===== src/hw/crb_regs.vh =====
/*
 * Register map, field positions, reset values and test constants
 * for the core register bank. Assumes a 32-bit APB slave that
 * decodes 8-bit byte addresses, one aligned word per register.
 */
`ifndef CRB_REGS_VH
`define CRB_REGS_VH

// ----------------------------------------
// Register byte offsets
// ----------------------------------------
`define CRB_OFF_ID        8'h00
`define CRB_OFF_STATUS    8'h04
`define CRB_OFF_CTRL      8'h08
`define CRB_OFF_PULSE     8'h0c
`define CRB_OFF_ALARM     8'h10
`define CRB_OFF_ALARM_EN  8'h14
`define CRB_OFF_SUMMARY   8'h18

// ----------------------------------------
// Field positions
// ----------------------------------------
`define CRB_CTRL_LOOP     0
`define CRB_CTRL_TEST     1
`define CRB_CTRL_FLOAT_N  2
`define CRB_CTRL_LEN_LO   8
`define CRB_CTRL_LEN_HI   12
`define CRB_ST_DONE       0
`define CRB_ST_PASS       1
`define CRB_ST_RUN        2
`define CRB_PL_SOFT_RST   0
`define CRB_PL_RESYNC     1
`define CRB_AL_UNDERRUN   0
`define CRB_AL_TEST_FAIL  1
`define CRB_AL_TEST_DONE  2
`define CRB_AL_WIDTH      3

// ----------------------------------------
// Reset values and constants
// ----------------------------------------
`define CRB_CTRL_RST      32'h0000_0004
`define CRB_ALEN_RST      3'h0
`define CRB_ID_VALUE      32'h0000_0a5c
`define CRB_TEST_LEN      8'h20
`define CRB_TEST_TMO      10'h3ff

`endif


===== src/hw/crb_top.v =====
/*
 * Core register bank: APB slave holding status, control, pulse,
 * alarm latch, alarm enable and alarm summary registers, plus the
 * loopback, cell underrun check, self-test and output float logic.
 * Assumes an APB master in the pclk domain and synchronous cell
 * data from the transmit module and the receive pins.
 *
// Contract
// RL1: Loopback enable routes transmit into receive
// RL2: Flag cells shorter than minimum cell length
// RL3: Software sets minimum length before operation
// RL4: Self-test enable runs loopback check
// RL5: Complete flag low running, high finished
// RL6: Result flag one passed, zero failed
// RL7: Float override ignored in reset, top priority
// RL8: One register type per address
// RL9: All registers reached over system bus
// RL10: Status registers read-only, show live state
// RL11: Control registers keep last written value
// RL12: Soft reset restores control defaults
// RL13: Pulse bits pulse once, read zero
// RL14: Alarm latches hold until write one
// RL15: Summary is OR of enabled alarms
// RL16: Enable bit masks alarm propagation
// RL17: Write zero ignored; event beats clear
// RL18: Alarm latches zero after any reset
 */
`timescale 1ns/1ps
`include "crb_regs.vh"

module crb_top (
    // APB clock and reset
    input  wire        pclk,
    input  wire        presetn,
    // APB request
    input  wire        psel,
    input  wire        penable,
    input  wire        pwrite,
    input  wire [7:0]  paddr,
    input  wire [31:0] pwdata,
    // APB answer
    output wire [31:0] prdata,
    output wire        pready,
    output wire        pslverr,
    // Transmit module data
    input  wire [31:0] tx_mod_data,
    input  wire        tx_mod_soc,
    // Receive pin data
    input  wire [31:0] rx_pin_data,
    input  wire        rx_pin_soc,
    // Other transmit disable
    input  wire        tx_disable_in,
    // Transmit drive
    output wire [31:0] tx_out_data,
    output wire        tx_out_soc,
    output wire        tx_float,
    // Receive module feed
    output wire [31:0] rx_mod_data,
    output wire        rx_mod_soc,
    // Events and pulses
    output wire        cell_underrun,
    output wire        resync_pulse,
    output wire        alarm_summary
);

    // ----------------------------------------
    // Declarations
    // ----------------------------------------
    reg  [31:0] prdata_ff;      // Read data
    reg         pready_ff;      // Access phase ready
    reg         pslverr_ff;     // Unmapped address
    reg  [31:0] ctrl_ff;        // Control register
    reg  [2:0]  alen_ff;        // Alarm enables
    reg         soft_rst_ff;    // Soft reset pulse
    reg         resync_ff;      // Resync pulse
    reg  [31:0] tx_data_ff;     // Transmit drive data
    reg         tx_soc_ff;      // Transmit drive marker
    reg         tx_float_ff;    // Transmit float
    reg  [31:0] rx_data_ff;     // Receive module data
    reg         rx_soc_ff;      // Receive module marker
    reg  [4:0]  cell_len_ff;    // Words in current cell
    reg         cell_seen_ff;   // A cell has started
    reg         underrun_ff;    // Underrun event pulse
    reg         summary_ff;     // Registered summary
    reg  [31:0] nxt_prdata;     // Read mux

    wire        wr_en;          // Write takes effect
    wire        setup;          // Setup phase
    wire        loop_en;        // Loopback selected
    wire        test_en;        // Self-test enabled
    wire        float_n;        // Float override, active low
    wire [4:0]  min_len;        // Minimum cell length
    wire [2:0]  alarm_lat;      // Alarm latch bits
    wire [2:0]  alarm_evt;      // Alarm events
    wire        sum_w;          // Summary from alarm bank
    wire        st_done;        // Self-test complete
    wire        st_pass;        // Self-test result
    wire        st_run;         // Self-test running
    wire        gen_valid;      // Test word valid
    wire [31:0] gen_data;       // Test word
    wire        gen_soc;        // Test cell start
    reg         st_done_d_ff;   // Done edge detect
    wire        underrun_evt;   // Short cell seen

    // Address match
    function hit;
        input [7:0] a;
        input [7:0] off;
        begin
            hit = (a == off);
        end
    endfunction

    // Known address
    function mapped;
        input [7:0] a;
        begin
            mapped = hit(a, `CRB_OFF_ID) || hit(a, `CRB_OFF_STATUS) ||
                     hit(a, `CRB_OFF_CTRL) || hit(a, `CRB_OFF_PULSE) ||
                     hit(a, `CRB_OFF_ALARM) || hit(a, `CRB_OFF_ALARM_EN) ||
                     hit(a, `CRB_OFF_SUMMARY);
        end
    endfunction

    // ----------------------------------------
    // APB phases
    // ----------------------------------------
    assign setup = psel && !penable;
    // Writes land at the access edge only
    assign wr_en = psel && penable && pwrite && pready_ff;      // RL9

    // Control fields
    assign loop_en = ctrl_ff[`CRB_CTRL_LOOP];
    assign test_en = ctrl_ff[`CRB_CTRL_TEST];
    assign float_n = ctrl_ff[`CRB_CTRL_FLOAT_N];
    assign min_len = ctrl_ff[`CRB_CTRL_LEN_HI:`CRB_CTRL_LEN_LO]; // RL3

    // ----------------------------------------
    // Read mux, one type per address
    // ----------------------------------------
    always @*
    begin
        nxt_prdata = 32'h0000_0000;
        case (paddr)
            `CRB_OFF_ID:
                nxt_prdata = `CRB_ID_VALUE;                     // RL10
            `CRB_OFF_STATUS:
            begin
                // Live state only, no storage
                nxt_prdata[`CRB_ST_DONE] = st_done;             // RL10 RL5
                nxt_prdata[`CRB_ST_PASS] = st_pass;             // RL6
                nxt_prdata[`CRB_ST_RUN]  = st_run;
            end
            `CRB_OFF_CTRL:
                nxt_prdata = ctrl_ff;                           // RL11
            `CRB_OFF_PULSE:
                nxt_prdata = 32'h0000_0000;                     // RL13
            `CRB_OFF_ALARM:
                nxt_prdata[2:0] = alarm_lat;                    // RL8
            `CRB_OFF_ALARM_EN:
                nxt_prdata[2:0] = alen_ff;
            `CRB_OFF_SUMMARY:
                nxt_prdata[0] = sum_w;                          // RL15
            default:
                nxt_prdata = 32'h0000_0000;
        endcase
    end

    // ----------------------------------------
    // APB answer, ready one access cycle
    // ----------------------------------------
    always @(posedge pclk or negedge presetn)
    begin
        if (!presetn)
        begin
            prdata_ff  <= 32'h0000_0000;
            pready_ff  <= 1'b0;
            pslverr_ff <= 1'b0;
        end
        else
        begin
            // Answer built in setup, dropped after the access edge
            prdata_ff  <= (setup && !pwrite) ? nxt_prdata : 32'h0000_0000;
            pready_ff  <= setup;
            pslverr_ff <= setup && !mapped(paddr);
        end
    end

    // ----------------------------------------
    // Control and alarm enable registers
    // ----------------------------------------
    always @(posedge pclk or negedge presetn)
    begin
        if (!presetn)
        begin
            ctrl_ff <= `CRB_CTRL_RST;
            alen_ff <= `CRB_ALEN_RST;
        end
        else if (soft_rst_ff)
        begin
            // Soft reset restores defaults
            ctrl_ff <= `CRB_CTRL_RST;                           // RL12
            alen_ff <= `CRB_ALEN_RST;                           // RL12
        end
        else if (wr_en && hit(paddr, `CRB_OFF_CTRL))
            ctrl_ff <= pwdata;                                  // RL11
        else if (wr_en && hit(paddr, `CRB_OFF_ALARM_EN))
            alen_ff <= pwdata[2:0];                             // RL11
    end

    // ----------------------------------------
    // Pulse register outputs
    // ----------------------------------------
    always @(posedge pclk or negedge presetn)
    begin
        if (!presetn)
        begin
            soft_rst_ff <= 1'b0;
            resync_ff   <= 1'b0;
        end
        else
        begin
            // Ones pulse for one cycle; zeros do nothing
            soft_rst_ff <= wr_en && hit(paddr, `CRB_OFF_PULSE)
                           && pwdata[`CRB_PL_SOFT_RST];         // RL13 RL17
            resync_ff   <= wr_en && hit(paddr, `CRB_OFF_PULSE)
                           && pwdata[`CRB_PL_RESYNC];           // RL13 RL17
        end
    end

    // ----------------------------------------
    // Transmit drive, float control and receive feed
    // ----------------------------------------
    always @(posedge pclk or negedge presetn)
    begin
        if (!presetn)
        begin
            tx_data_ff  <= 32'h0000_0000;
            tx_soc_ff   <= 1'b0;
            tx_float_ff <= 1'b0;                                // RL7
            rx_data_ff  <= 32'h0000_0000;
            rx_soc_ff   <= 1'b0;
        end
        else
        begin
            // Test engine owns the transmit path while enabled
            tx_data_ff  <= test_en ? (gen_valid ? gen_data : 32'h0000_0000)
                                   : tx_mod_data;               // RL4
            tx_soc_ff   <= test_en ? gen_soc : tx_mod_soc;
            // Override wins over every other disable
            tx_float_ff <= !float_n || tx_disable_in;           // RL7
            // Loopback feeds the transmit copy, else the pins
            rx_data_ff  <= loop_en ? tx_data_ff : rx_pin_data;  // RL1
            rx_soc_ff   <= loop_en ? tx_soc_ff : rx_pin_soc;    // RL1
        end
    end

    // ----------------------------------------
    // Cell underrun check
    // ----------------------------------------
    assign underrun_evt = rx_soc_ff && cell_seen_ff
                          && (cell_len_ff < min_len);           // RL2

    always @(posedge pclk or negedge presetn)
    begin
        if (!presetn)
        begin
            cell_len_ff  <= 5'h00;
            cell_seen_ff <= 1'b0;
            underrun_ff  <= 1'b0;
        end
        else if (soft_rst_ff)
        begin
            cell_len_ff  <= 5'h00;
            cell_seen_ff <= 1'b0;
            underrun_ff  <= 1'b0;
        end
        else
        begin
            underrun_ff <= underrun_evt;                        // RL2
            if (rx_soc_ff)
            begin
                // New cell counts its first word
                cell_len_ff  <= 5'h01;
                cell_seen_ff <= 1'b1;
            end
            else if (cell_len_ff != 5'h1f)
                cell_len_ff <= cell_len_ff + 5'h01;             // Saturates
        end
    end

    // ----------------------------------------
    // Self-test engine
    // ----------------------------------------
    crb_selftest u_selftest (
        .clk       (pclk),
        .rst_n     (presetn),
        .soft_rst  (soft_rst_ff),
        .enable    (test_en),                                   // RL4
        .ret_data  (rx_data_ff),
        .ret_soc   (rx_soc_ff),
        .gen_valid (gen_valid),
        .gen_data  (gen_data),
        .gen_soc   (gen_soc),
        .done      (st_done),
        .pass      (st_pass),
        .running   (st_run)
    );

    // Done edge for the alarm bank
    always @(posedge pclk or negedge presetn)
    begin
        if (!presetn)
            st_done_d_ff <= 1'b0;
        else
            st_done_d_ff <= st_done;
    end

    // ----------------------------------------
    // Alarm latches and summary
    // ----------------------------------------
    assign alarm_evt[`CRB_AL_UNDERRUN]  = underrun_evt;
    assign alarm_evt[`CRB_AL_TEST_FAIL] = st_done && !st_done_d_ff && !st_pass;
    assign alarm_evt[`CRB_AL_TEST_DONE] = st_done && !st_done_d_ff;

    crb_alarm #(
        .W (`CRB_AL_WIDTH)
    ) u_alarm (
        .clk      (pclk),
        .rst_n    (presetn),
        .soft_rst (soft_rst_ff),                                // RL18
        .event_in (alarm_evt),                                  // RL14
        .clr_wr   (wr_en && hit(paddr, `CRB_OFF_ALARM)),        // RL17
        .clr_mask (pwdata[2:0]),
        .enable   (alen_ff),                                    // RL16
        .latch    (alarm_lat),
        .summary  (sum_w)
    );

    // Registered summary output
    always @(posedge pclk or negedge presetn)
    begin
        if (!presetn)
            summary_ff <= 1'b0;                                 // RL15
        else
            summary_ff <= sum_w;                                // RL15
    end

    // ----------------------------------------
    // Output wiring
    // ----------------------------------------
    assign prdata        = prdata_ff;
    assign pready        = pready_ff;
    assign pslverr       = pslverr_ff;
    assign tx_out_data   = tx_data_ff;
    assign tx_out_soc    = tx_soc_ff;
    assign tx_float      = tx_float_ff;
    assign rx_mod_data   = rx_data_ff;
    assign rx_mod_soc    = rx_soc_ff;
    assign cell_underrun = underrun_ff;
    assign resync_pulse  = resync_ff;
    assign alarm_summary = summary_ff;

endmodule


===== src/hw/crb_alarm.v =====
/*
 * Alarm latch bank with enables and one summary bit.
 * Assumes events are one-cycle or level pulses in the pclk domain
 * and that clears arrive as a write-one-to-clear mask.
 */
`timescale 1ns/1ps

module crb_alarm #(
    parameter W = 3
) (
    // Clock and reset
    input  wire         clk,
    input  wire         rst_n,
    input  wire         soft_rst,
    // Events and software access
    input  wire [W-1:0] event_in,
    input  wire         clr_wr,
    input  wire [W-1:0] clr_mask,
    input  wire [W-1:0] enable,
    // Latched state and summary
    output wire [W-1:0] latch,
    output wire         summary
);

    reg [W-1:0] latch_ff;   // Sticky event bits

    // ----------------------------------------
    // One latch per event
    // ----------------------------------------
    genvar i;
    generate
        for (i = 0; i < W; i = i + 1)
        begin : g_bit
            // Set wins over a clear in the same cycle
            always @(posedge clk or negedge rst_n)
            begin
                if (!rst_n)
                    latch_ff[i] <= 1'b0;                        // RL18
                else if (soft_rst)
                    latch_ff[i] <= 1'b0;                        // RL18
                else if (event_in[i])
                    latch_ff[i] <= 1'b1;                        // RL14 RL17
                else if (clr_wr && clr_mask[i])
                    latch_ff[i] <= 1'b0;                        // RL14
            end
        end
    endgenerate

    assign latch   = latch_ff;
    // Masked bits still latch but do not propagate
    assign summary = |(latch_ff & enable);                      // RL15 RL16

endmodule


===== src/hw/crb_selftest.v =====
/*
 * Built-in self-test engine: sends a numbered pattern cell and
 * checks the cell that comes back over the loopback path.
 * Assumes the return path keeps the start-of-cell marker aligned.
 */
`timescale 1ns/1ps
`include "crb_regs.vh"

module crb_selftest (
    // Clock and reset
    input  wire        clk,
    input  wire        rst_n,
    input  wire        soft_rst,
    // Control
    input  wire        enable,
    // Returned data
    input  wire [31:0] ret_data,
    input  wire        ret_soc,
    // Generated data
    output wire        gen_valid,
    output wire [31:0] gen_data,
    output wire        gen_soc,
    // Result
    output wire        done,
    output wire        pass,
    output wire        running
);

    localparam [1:0] S_IDLE = 2'h0;
    localparam [1:0] S_RUN  = 2'h1;
    localparam [1:0] S_DONE = 2'h2;

    reg [1:0] state_ff;     // Engine state
    reg [7:0] gen_idx_ff;   // Words sent
    reg [7:0] chk_idx_ff;   // Words checked
    reg       chk_on_ff;    // Checker aligned to returned cell
    reg       pass_ff;      // No mismatch so far
    reg [9:0] tmo_ff;       // Wait counter for the return

    // Pattern word for a given index
    function [31:0] pat;
        input [7:0] idx;
        begin
            pat = {idx ^ 8'h5a, ~idx, idx, idx ^ 8'ha5};
        end
    endfunction

    wire       chk_now = (state_ff == S_RUN) && (chk_on_ff || ret_soc);
    wire       miss    = chk_now && (ret_data != pat(chk_idx_ff));
    wire [7:0] chk_nx  = chk_idx_ff + 8'h01;

    // ----------------------------------------
    // Sequencer
    // ----------------------------------------
    always @(posedge clk or negedge rst_n)
    begin
        if (!rst_n)
        begin
            state_ff   <= S_IDLE;
            gen_idx_ff <= 8'h00;
            chk_idx_ff <= 8'h00;
            chk_on_ff  <= 1'b0;
            pass_ff    <= 1'b0;
            tmo_ff     <= 10'h000;
        end
        else if (soft_rst || !enable)
        begin
            state_ff   <= S_IDLE;                               // RL5
            gen_idx_ff <= 8'h00;
            chk_idx_ff <= 8'h00;
            chk_on_ff  <= 1'b0;
            pass_ff    <= 1'b0;
            tmo_ff     <= 10'h000;
        end
        else
        begin
            case (state_ff)
                S_IDLE:
                begin
                    state_ff <= S_RUN;                          // RL4
                    pass_ff  <= 1'b1;
                end
                S_RUN:
                begin
                    // Send the test cell
                    if (gen_idx_ff != `CRB_TEST_LEN)
                        gen_idx_ff <= gen_idx_ff + 8'h01;
                    tmo_ff <= tmo_ff + 10'h001;
                    // Check each returned word
                    if (chk_now)
                    begin
                        chk_on_ff  <= 1'b1;
                        chk_idx_ff <= chk_nx;
                        if (miss)
                            pass_ff <= 1'b0;                    // RL4
                        if (chk_nx == `CRB_TEST_LEN)
                            state_ff <= S_DONE;                 // RL5
                    end
                    else if (tmo_ff == `CRB_TEST_TMO)
                    begin
                        pass_ff  <= 1'b0;
                        state_ff <= S_DONE;
                    end
                end
                S_DONE:
                    state_ff <= S_DONE;
                default:
                    state_ff <= S_IDLE;
            endcase
        end
    end

    assign gen_valid = (state_ff == S_RUN) && (gen_idx_ff != `CRB_TEST_LEN);
    assign gen_data  = pat(gen_idx_ff);
    assign gen_soc   = gen_valid && (gen_idx_ff == 8'h00);
    assign done      = (state_ff == S_DONE);                    // RL5
    assign pass      = (state_ff == S_DONE) && pass_ff;         // RL6
    assign running   = (state_ff == S_RUN);

endmodule


===== config.mk =====
export PLATFORM = sky130hd
export DESIGN_NAME = crb_top
export DESIGN_NICKNAME = d
export VERILOG_FILES = /design/src/hw/crb_top.v /design/src/hw/crb_alarm.v /design/src/hw/crb_selftest.v
export VERILOG_INCLUDE_DIRS = /design/src /design/src/hw
export SDC_FILE = /design/constraint.sdc
export NUM_CORES = 1
export LEC_CHECK = 0
export ABC_CLOCK_PERIOD_IN_PS = 2000
export BUFFER_PORTS_ARGS = -buffer_cell sky130_fd_sc_hd__buf_4
export CAP_MARGIN = 20
export CORE_MARGIN = 4
export CORE_UTILIZATION = 52
export CTS_CLUSTER_SIZE = 8
export DETAILED_ROUTE_END_ITERATION = 6
export PLACE_DENSITY = 0.76
export SLEW_MARGIN = 20
export SYNTH_ARGS = -nofsm -noshare
export SYNTH_HDL_FRONTEND = slang
export SYNTH_SLANG_ARGS = --single-unit

===== constraint.sdc =====
create_clock -name pclk -period 2 [get_ports pclk]
set_input_delay 0.2 -clock pclk [delete_from_list [all_inputs] [get_ports pclk]]
set_output_delay 0.2 -clock pclk [all_outputs]
set_load 0.01 [all_outputs]

==> impl_metrics.csv <==
group,metric,value,unit
run_status,status,"finished, final reports clean",
timing,finalSetupTns,0,ps
final_layout,nets,1099,
detailed_routing,vias,6259,
logic_synthesis,syn_inst,725,
power,intPower,6.34,mW
power,p_comb_frac,0.078,
power,power_leakage,5.03,nW
cts,cts_tree,"done",
timing,hold_ws,12.7,ps
final_layout,ff_latch_area,4510,um2
cts,numClockSinks,180,
cts,cts_root_buffer,"clkbuf_16",
floorplanning,die_w,130,um
logic_synthesis,ys.flop_type,"dfrtp_1",
timing,rsz0062_at_grt,"no",
floorplanning,start_util,0.531,
timing,finalSetupViolCount,0,
logic_synthesis,synth_area,7710,um2
grt,grt_max_degree,60,
setup_path,worstPathRequired,2320,ps
grt,antenna_found_initial,0,
detailed_routing,drt_iter0_drc,383,
power,switching_share,0.211,
placement,io_buffers,215,
detailed_routing,dr.pass1.iters,7,
logic_synthesis,ys_seq_area_frac,0.584,
setup_path,cp_cell_sequence,"ha_1, and2_1, a21oi_1, o32a_1, o31a_1, o311ai_1",
logic_synthesis,synthXorXnorAreaFrac,0.0250,
grt,track_usage,0.246,
logic_synthesis,synth_edf_count,0,
setup_path,path_buf_inv,0,
logic_synthesis,synth-adder-area-share,0.0227,
logic_synthesis,yosysWarnings,0,
setup_path,end_kind,"flop",
final_layout,area_growth,36.5,%
final_layout,fill_cells,1042,
timing,fin_ws,167,ps
cts,post-cts-setup-buffers,0,
timing,hold_viol,0,
power,power_density,763,nW/um2
final_layout,final_common_cell,"buf_4",
logic_synthesis,synth_compound_gate_area_share,0.0887,
final_layout,final_cell_mix,"buf_4 (235), dfrtp_1 (179), nand2_1 (98)",
power,seq_power_share,0.472,
detailed_routing,wl_per_cell,17.4,um
grt,globalRoute.busiestLayer,"met2",
setup_path,critical_path_class,"flop to flop",
logic_synthesis,synth-simple-area-share,0.168,
detailed_routing,drtAntennaViolNets,0,
final_layout,drive_gt1_frac,0.315,
grt,grt_pass1_vias,6362,
final_layout,fin_cells,1170,
final_layout,antenna_cells,0,
final_layout,multi_input_comb_area,2830,um2
setup_path,start_kind,"flop",
logic_synthesis,syn-num-nets,851,
timing,fin_crit_sh,0.917,
grt,grt_pass1_wl,32400,um
timing,fin_crit,1830,ps
timing,clock.fmax,546,MHz
logic_synthesis,async_flop_share,1.00,
cts,htree_levels,4,
setup_path,path_max_fanout,4,
logic_synthesis,synth.area.mux_share,0.0624,
detailed_routing,drc,0,
logic_synthesis,avgSynthCellArea,10.6,um2
power,finalPower,8.04,mW
grt,grt_overflow,0,
floorplanning,ios,216,
cts,cts.reportedPaths.clkPinSlew,60,ps
setup_path,critical-path-slowest-cell,"dfrtp_1",
placement,placedCellCount,1112,
timing,relSlewSlack,0.624,
cts,cts_inserted_buffers,17,
setup_path,arrival,2150,ps
floorplanning,dieArea,16800,um2
placement,gp_congestion,0.867,
setup_path,crit_family,"compound AO/OA/AOI/OAI gates",
floorplanning,core,14500,um2
cts,clockBufferDepth,2,
detailed_routing,avgViaCountPerCell,5.35,
detailed_routing,totalWireLength,20300,um
timing,maxSlewViolCount,0,
grt,grt_util_met2,0.427,
setup_path,cp_slowest_stage_delay,350,ps
power,p_clk_frac,0.450,
placement,place_ws,152,ps
grt,grt_use_met3,0.0630,
timing,clock_skew,9.16,ps
timing,worst_pin_slew,564,ps
power,p_sw,1.70,mW
flow_run,drv_cap,0,
grt,use_met1,0.301,
placement,dp_hpwl,14300,um
logic_synthesis,synth-seq-cells,180,
worst_hold_path,hp-class,"primary input to flop",
power,vdd_drop_max,0.552,mV
floorplanning,die_height,130,um
cts,clock_latency,430,ps
logic_synthesis,synth_top_family_by_area,"simple AND/OR/NAND/NOR gates",
floorplanning,rows,44,
logic_synthesis,ys_types,56,
[registers in the layout (all words and copies together), names as in the netlist, 5 cells and up]
register               count
cell_len_ff                5
ctrl_ff                   32
prdata                    32
rx_mod_data               32
tx_out_data               32
u_selftest.chk_idx_ff      8
u_selftest.gen_idx_ff      8
u_selftest.tmo_ff         10
[worst min-delay path: cells and delay by family]
family,cells,cell delay (ps)
compound gates,1,50
buf+inv,1,110
simple gates,1,40
[what timing repair did]
item,4_1_cts,5_1_grt
hold endpoints to repair,81,0
resized for setup,0,1
hold buffers,26,0
setup endpoints to repair,0,16
[synth_stat cells, types with 2 or more instances]
library cell	number	share of area
nand2b_1	6	0.0049
o21a_1	2	0.0019
nand4b_1	3	0.0034
nor4_1	2	0.0016
xor2_1	12	0.014
mux2i_1	11	0.014
dfrtp_1	179	0.58
buf_1	3	0.0015
nor2b_1	6	0.0049
o31ai_1	3	0.0029
o21ai_0	27	0.018
nand3b_1	2	0.0019
o22ai_1	15	0.012
and3_1	5	0.0041
buf_6	2	0.0029
nand3_1	13	0.0084
o211ai_1	2	0.0019
ha_1	14	0.023
and2_1	27	0.022
clkbuf_1	27	0.013
a21oi_1	55	0.036
nand4_1	14	0.011
xnor2_1	10	0.011
a31oi_1	3	0.0024
buf_2	2	0.0013
mux2_2	33	0.048
buf_8	3	0.0058
nor2_1	44	0.021
nor3_1	15	0.0097
inv_1	49	0.024
nor4bb_1	7	0.0091
o311ai_1	2	0.0023
or3_1	7	0.0057
nand2_1	98	0.048
[through the flow]
| stage | area, um2 | utilization |
|---|---|---|
| after global placement | 9620 | 0.662 |
| after detailed placement | 9620 | 0.662 |
| after global routing | 10500 | 0.725 |
| after CTS | 10500 | 0.725 |
| final | 10500 | 0.725 |
| after floorplan | 7710 | - |
[path summary, 6_finish.rpt]
path	from	end	slack (ps)	cells past startpoint
min in group asynchronous	presetn	ctrl_ff[23]	320	2
worst min-delay path	pwdata[28]	ctrl_ff[28]	10	3
max in group asynchronous	presetn	u_selftest.tmo_ff[5]	970	3
worst min register to register	ctrl_ff[20]	prdata[20]	480	1
worst max register to register	u_selftest.chk_idx_ff[1]	u_selftest.state_ff[1]	170	6
worst max-delay path	u_selftest.chk_idx_ff[1]	u_selftest.state_ff[1]	170	6
[cells by family (layout without fill, tap and decap cells)]
kind of cell | after synthesis | count (layout)
AO/OA/AOI/OAI | 120 | 120
adder cells (fa/ha/maj) | 14 | 14
AND/OR/NAND/NOR | 258 | 258
XOR/XNOR | 22 | 22
buffers and inverters | 87 | 348
flip-flops | 180 | 180
multiplexers | 44 | 44
[cell type report]
| type | instances | area share |
|---|---|---|
| clock inverter | 7 | 0.0134 |
| inverter | 49 | 0.0175 |
| timing repair buffer | 267 | 0.203 |
| clock buffer | 25 | 0.0480 |
| tap | 184 | 0.0219 |
| sequential | 180 | 0.428 |
| multi-input combinational | 458 | 0.269 |
[routing by layer]
| layer | wire length [um] | share of wire |
|---|---|---|
| met4 | 385 | 0.019 |
| met3 | 1390 | 0.069 |
| met2 | 10500 | 0.52 |
| met1 | 8010 | 0.39 |
| met5 | 0 | 0 |
[power by group through the flow]
stage                     Clock, mW  Combinational [mW]  Sequential (mW)
after global placement            0               0.583             3.85
after detailed placement          0               0.590             3.85
after floorplan                   0               0.138             3.88
after global routing           3.83               0.691             3.80
after CTS                      3.67               0.635             3.79
final                          3.62               0.630             3.79
Note: power is estimated with default switching activity, not from simulation.
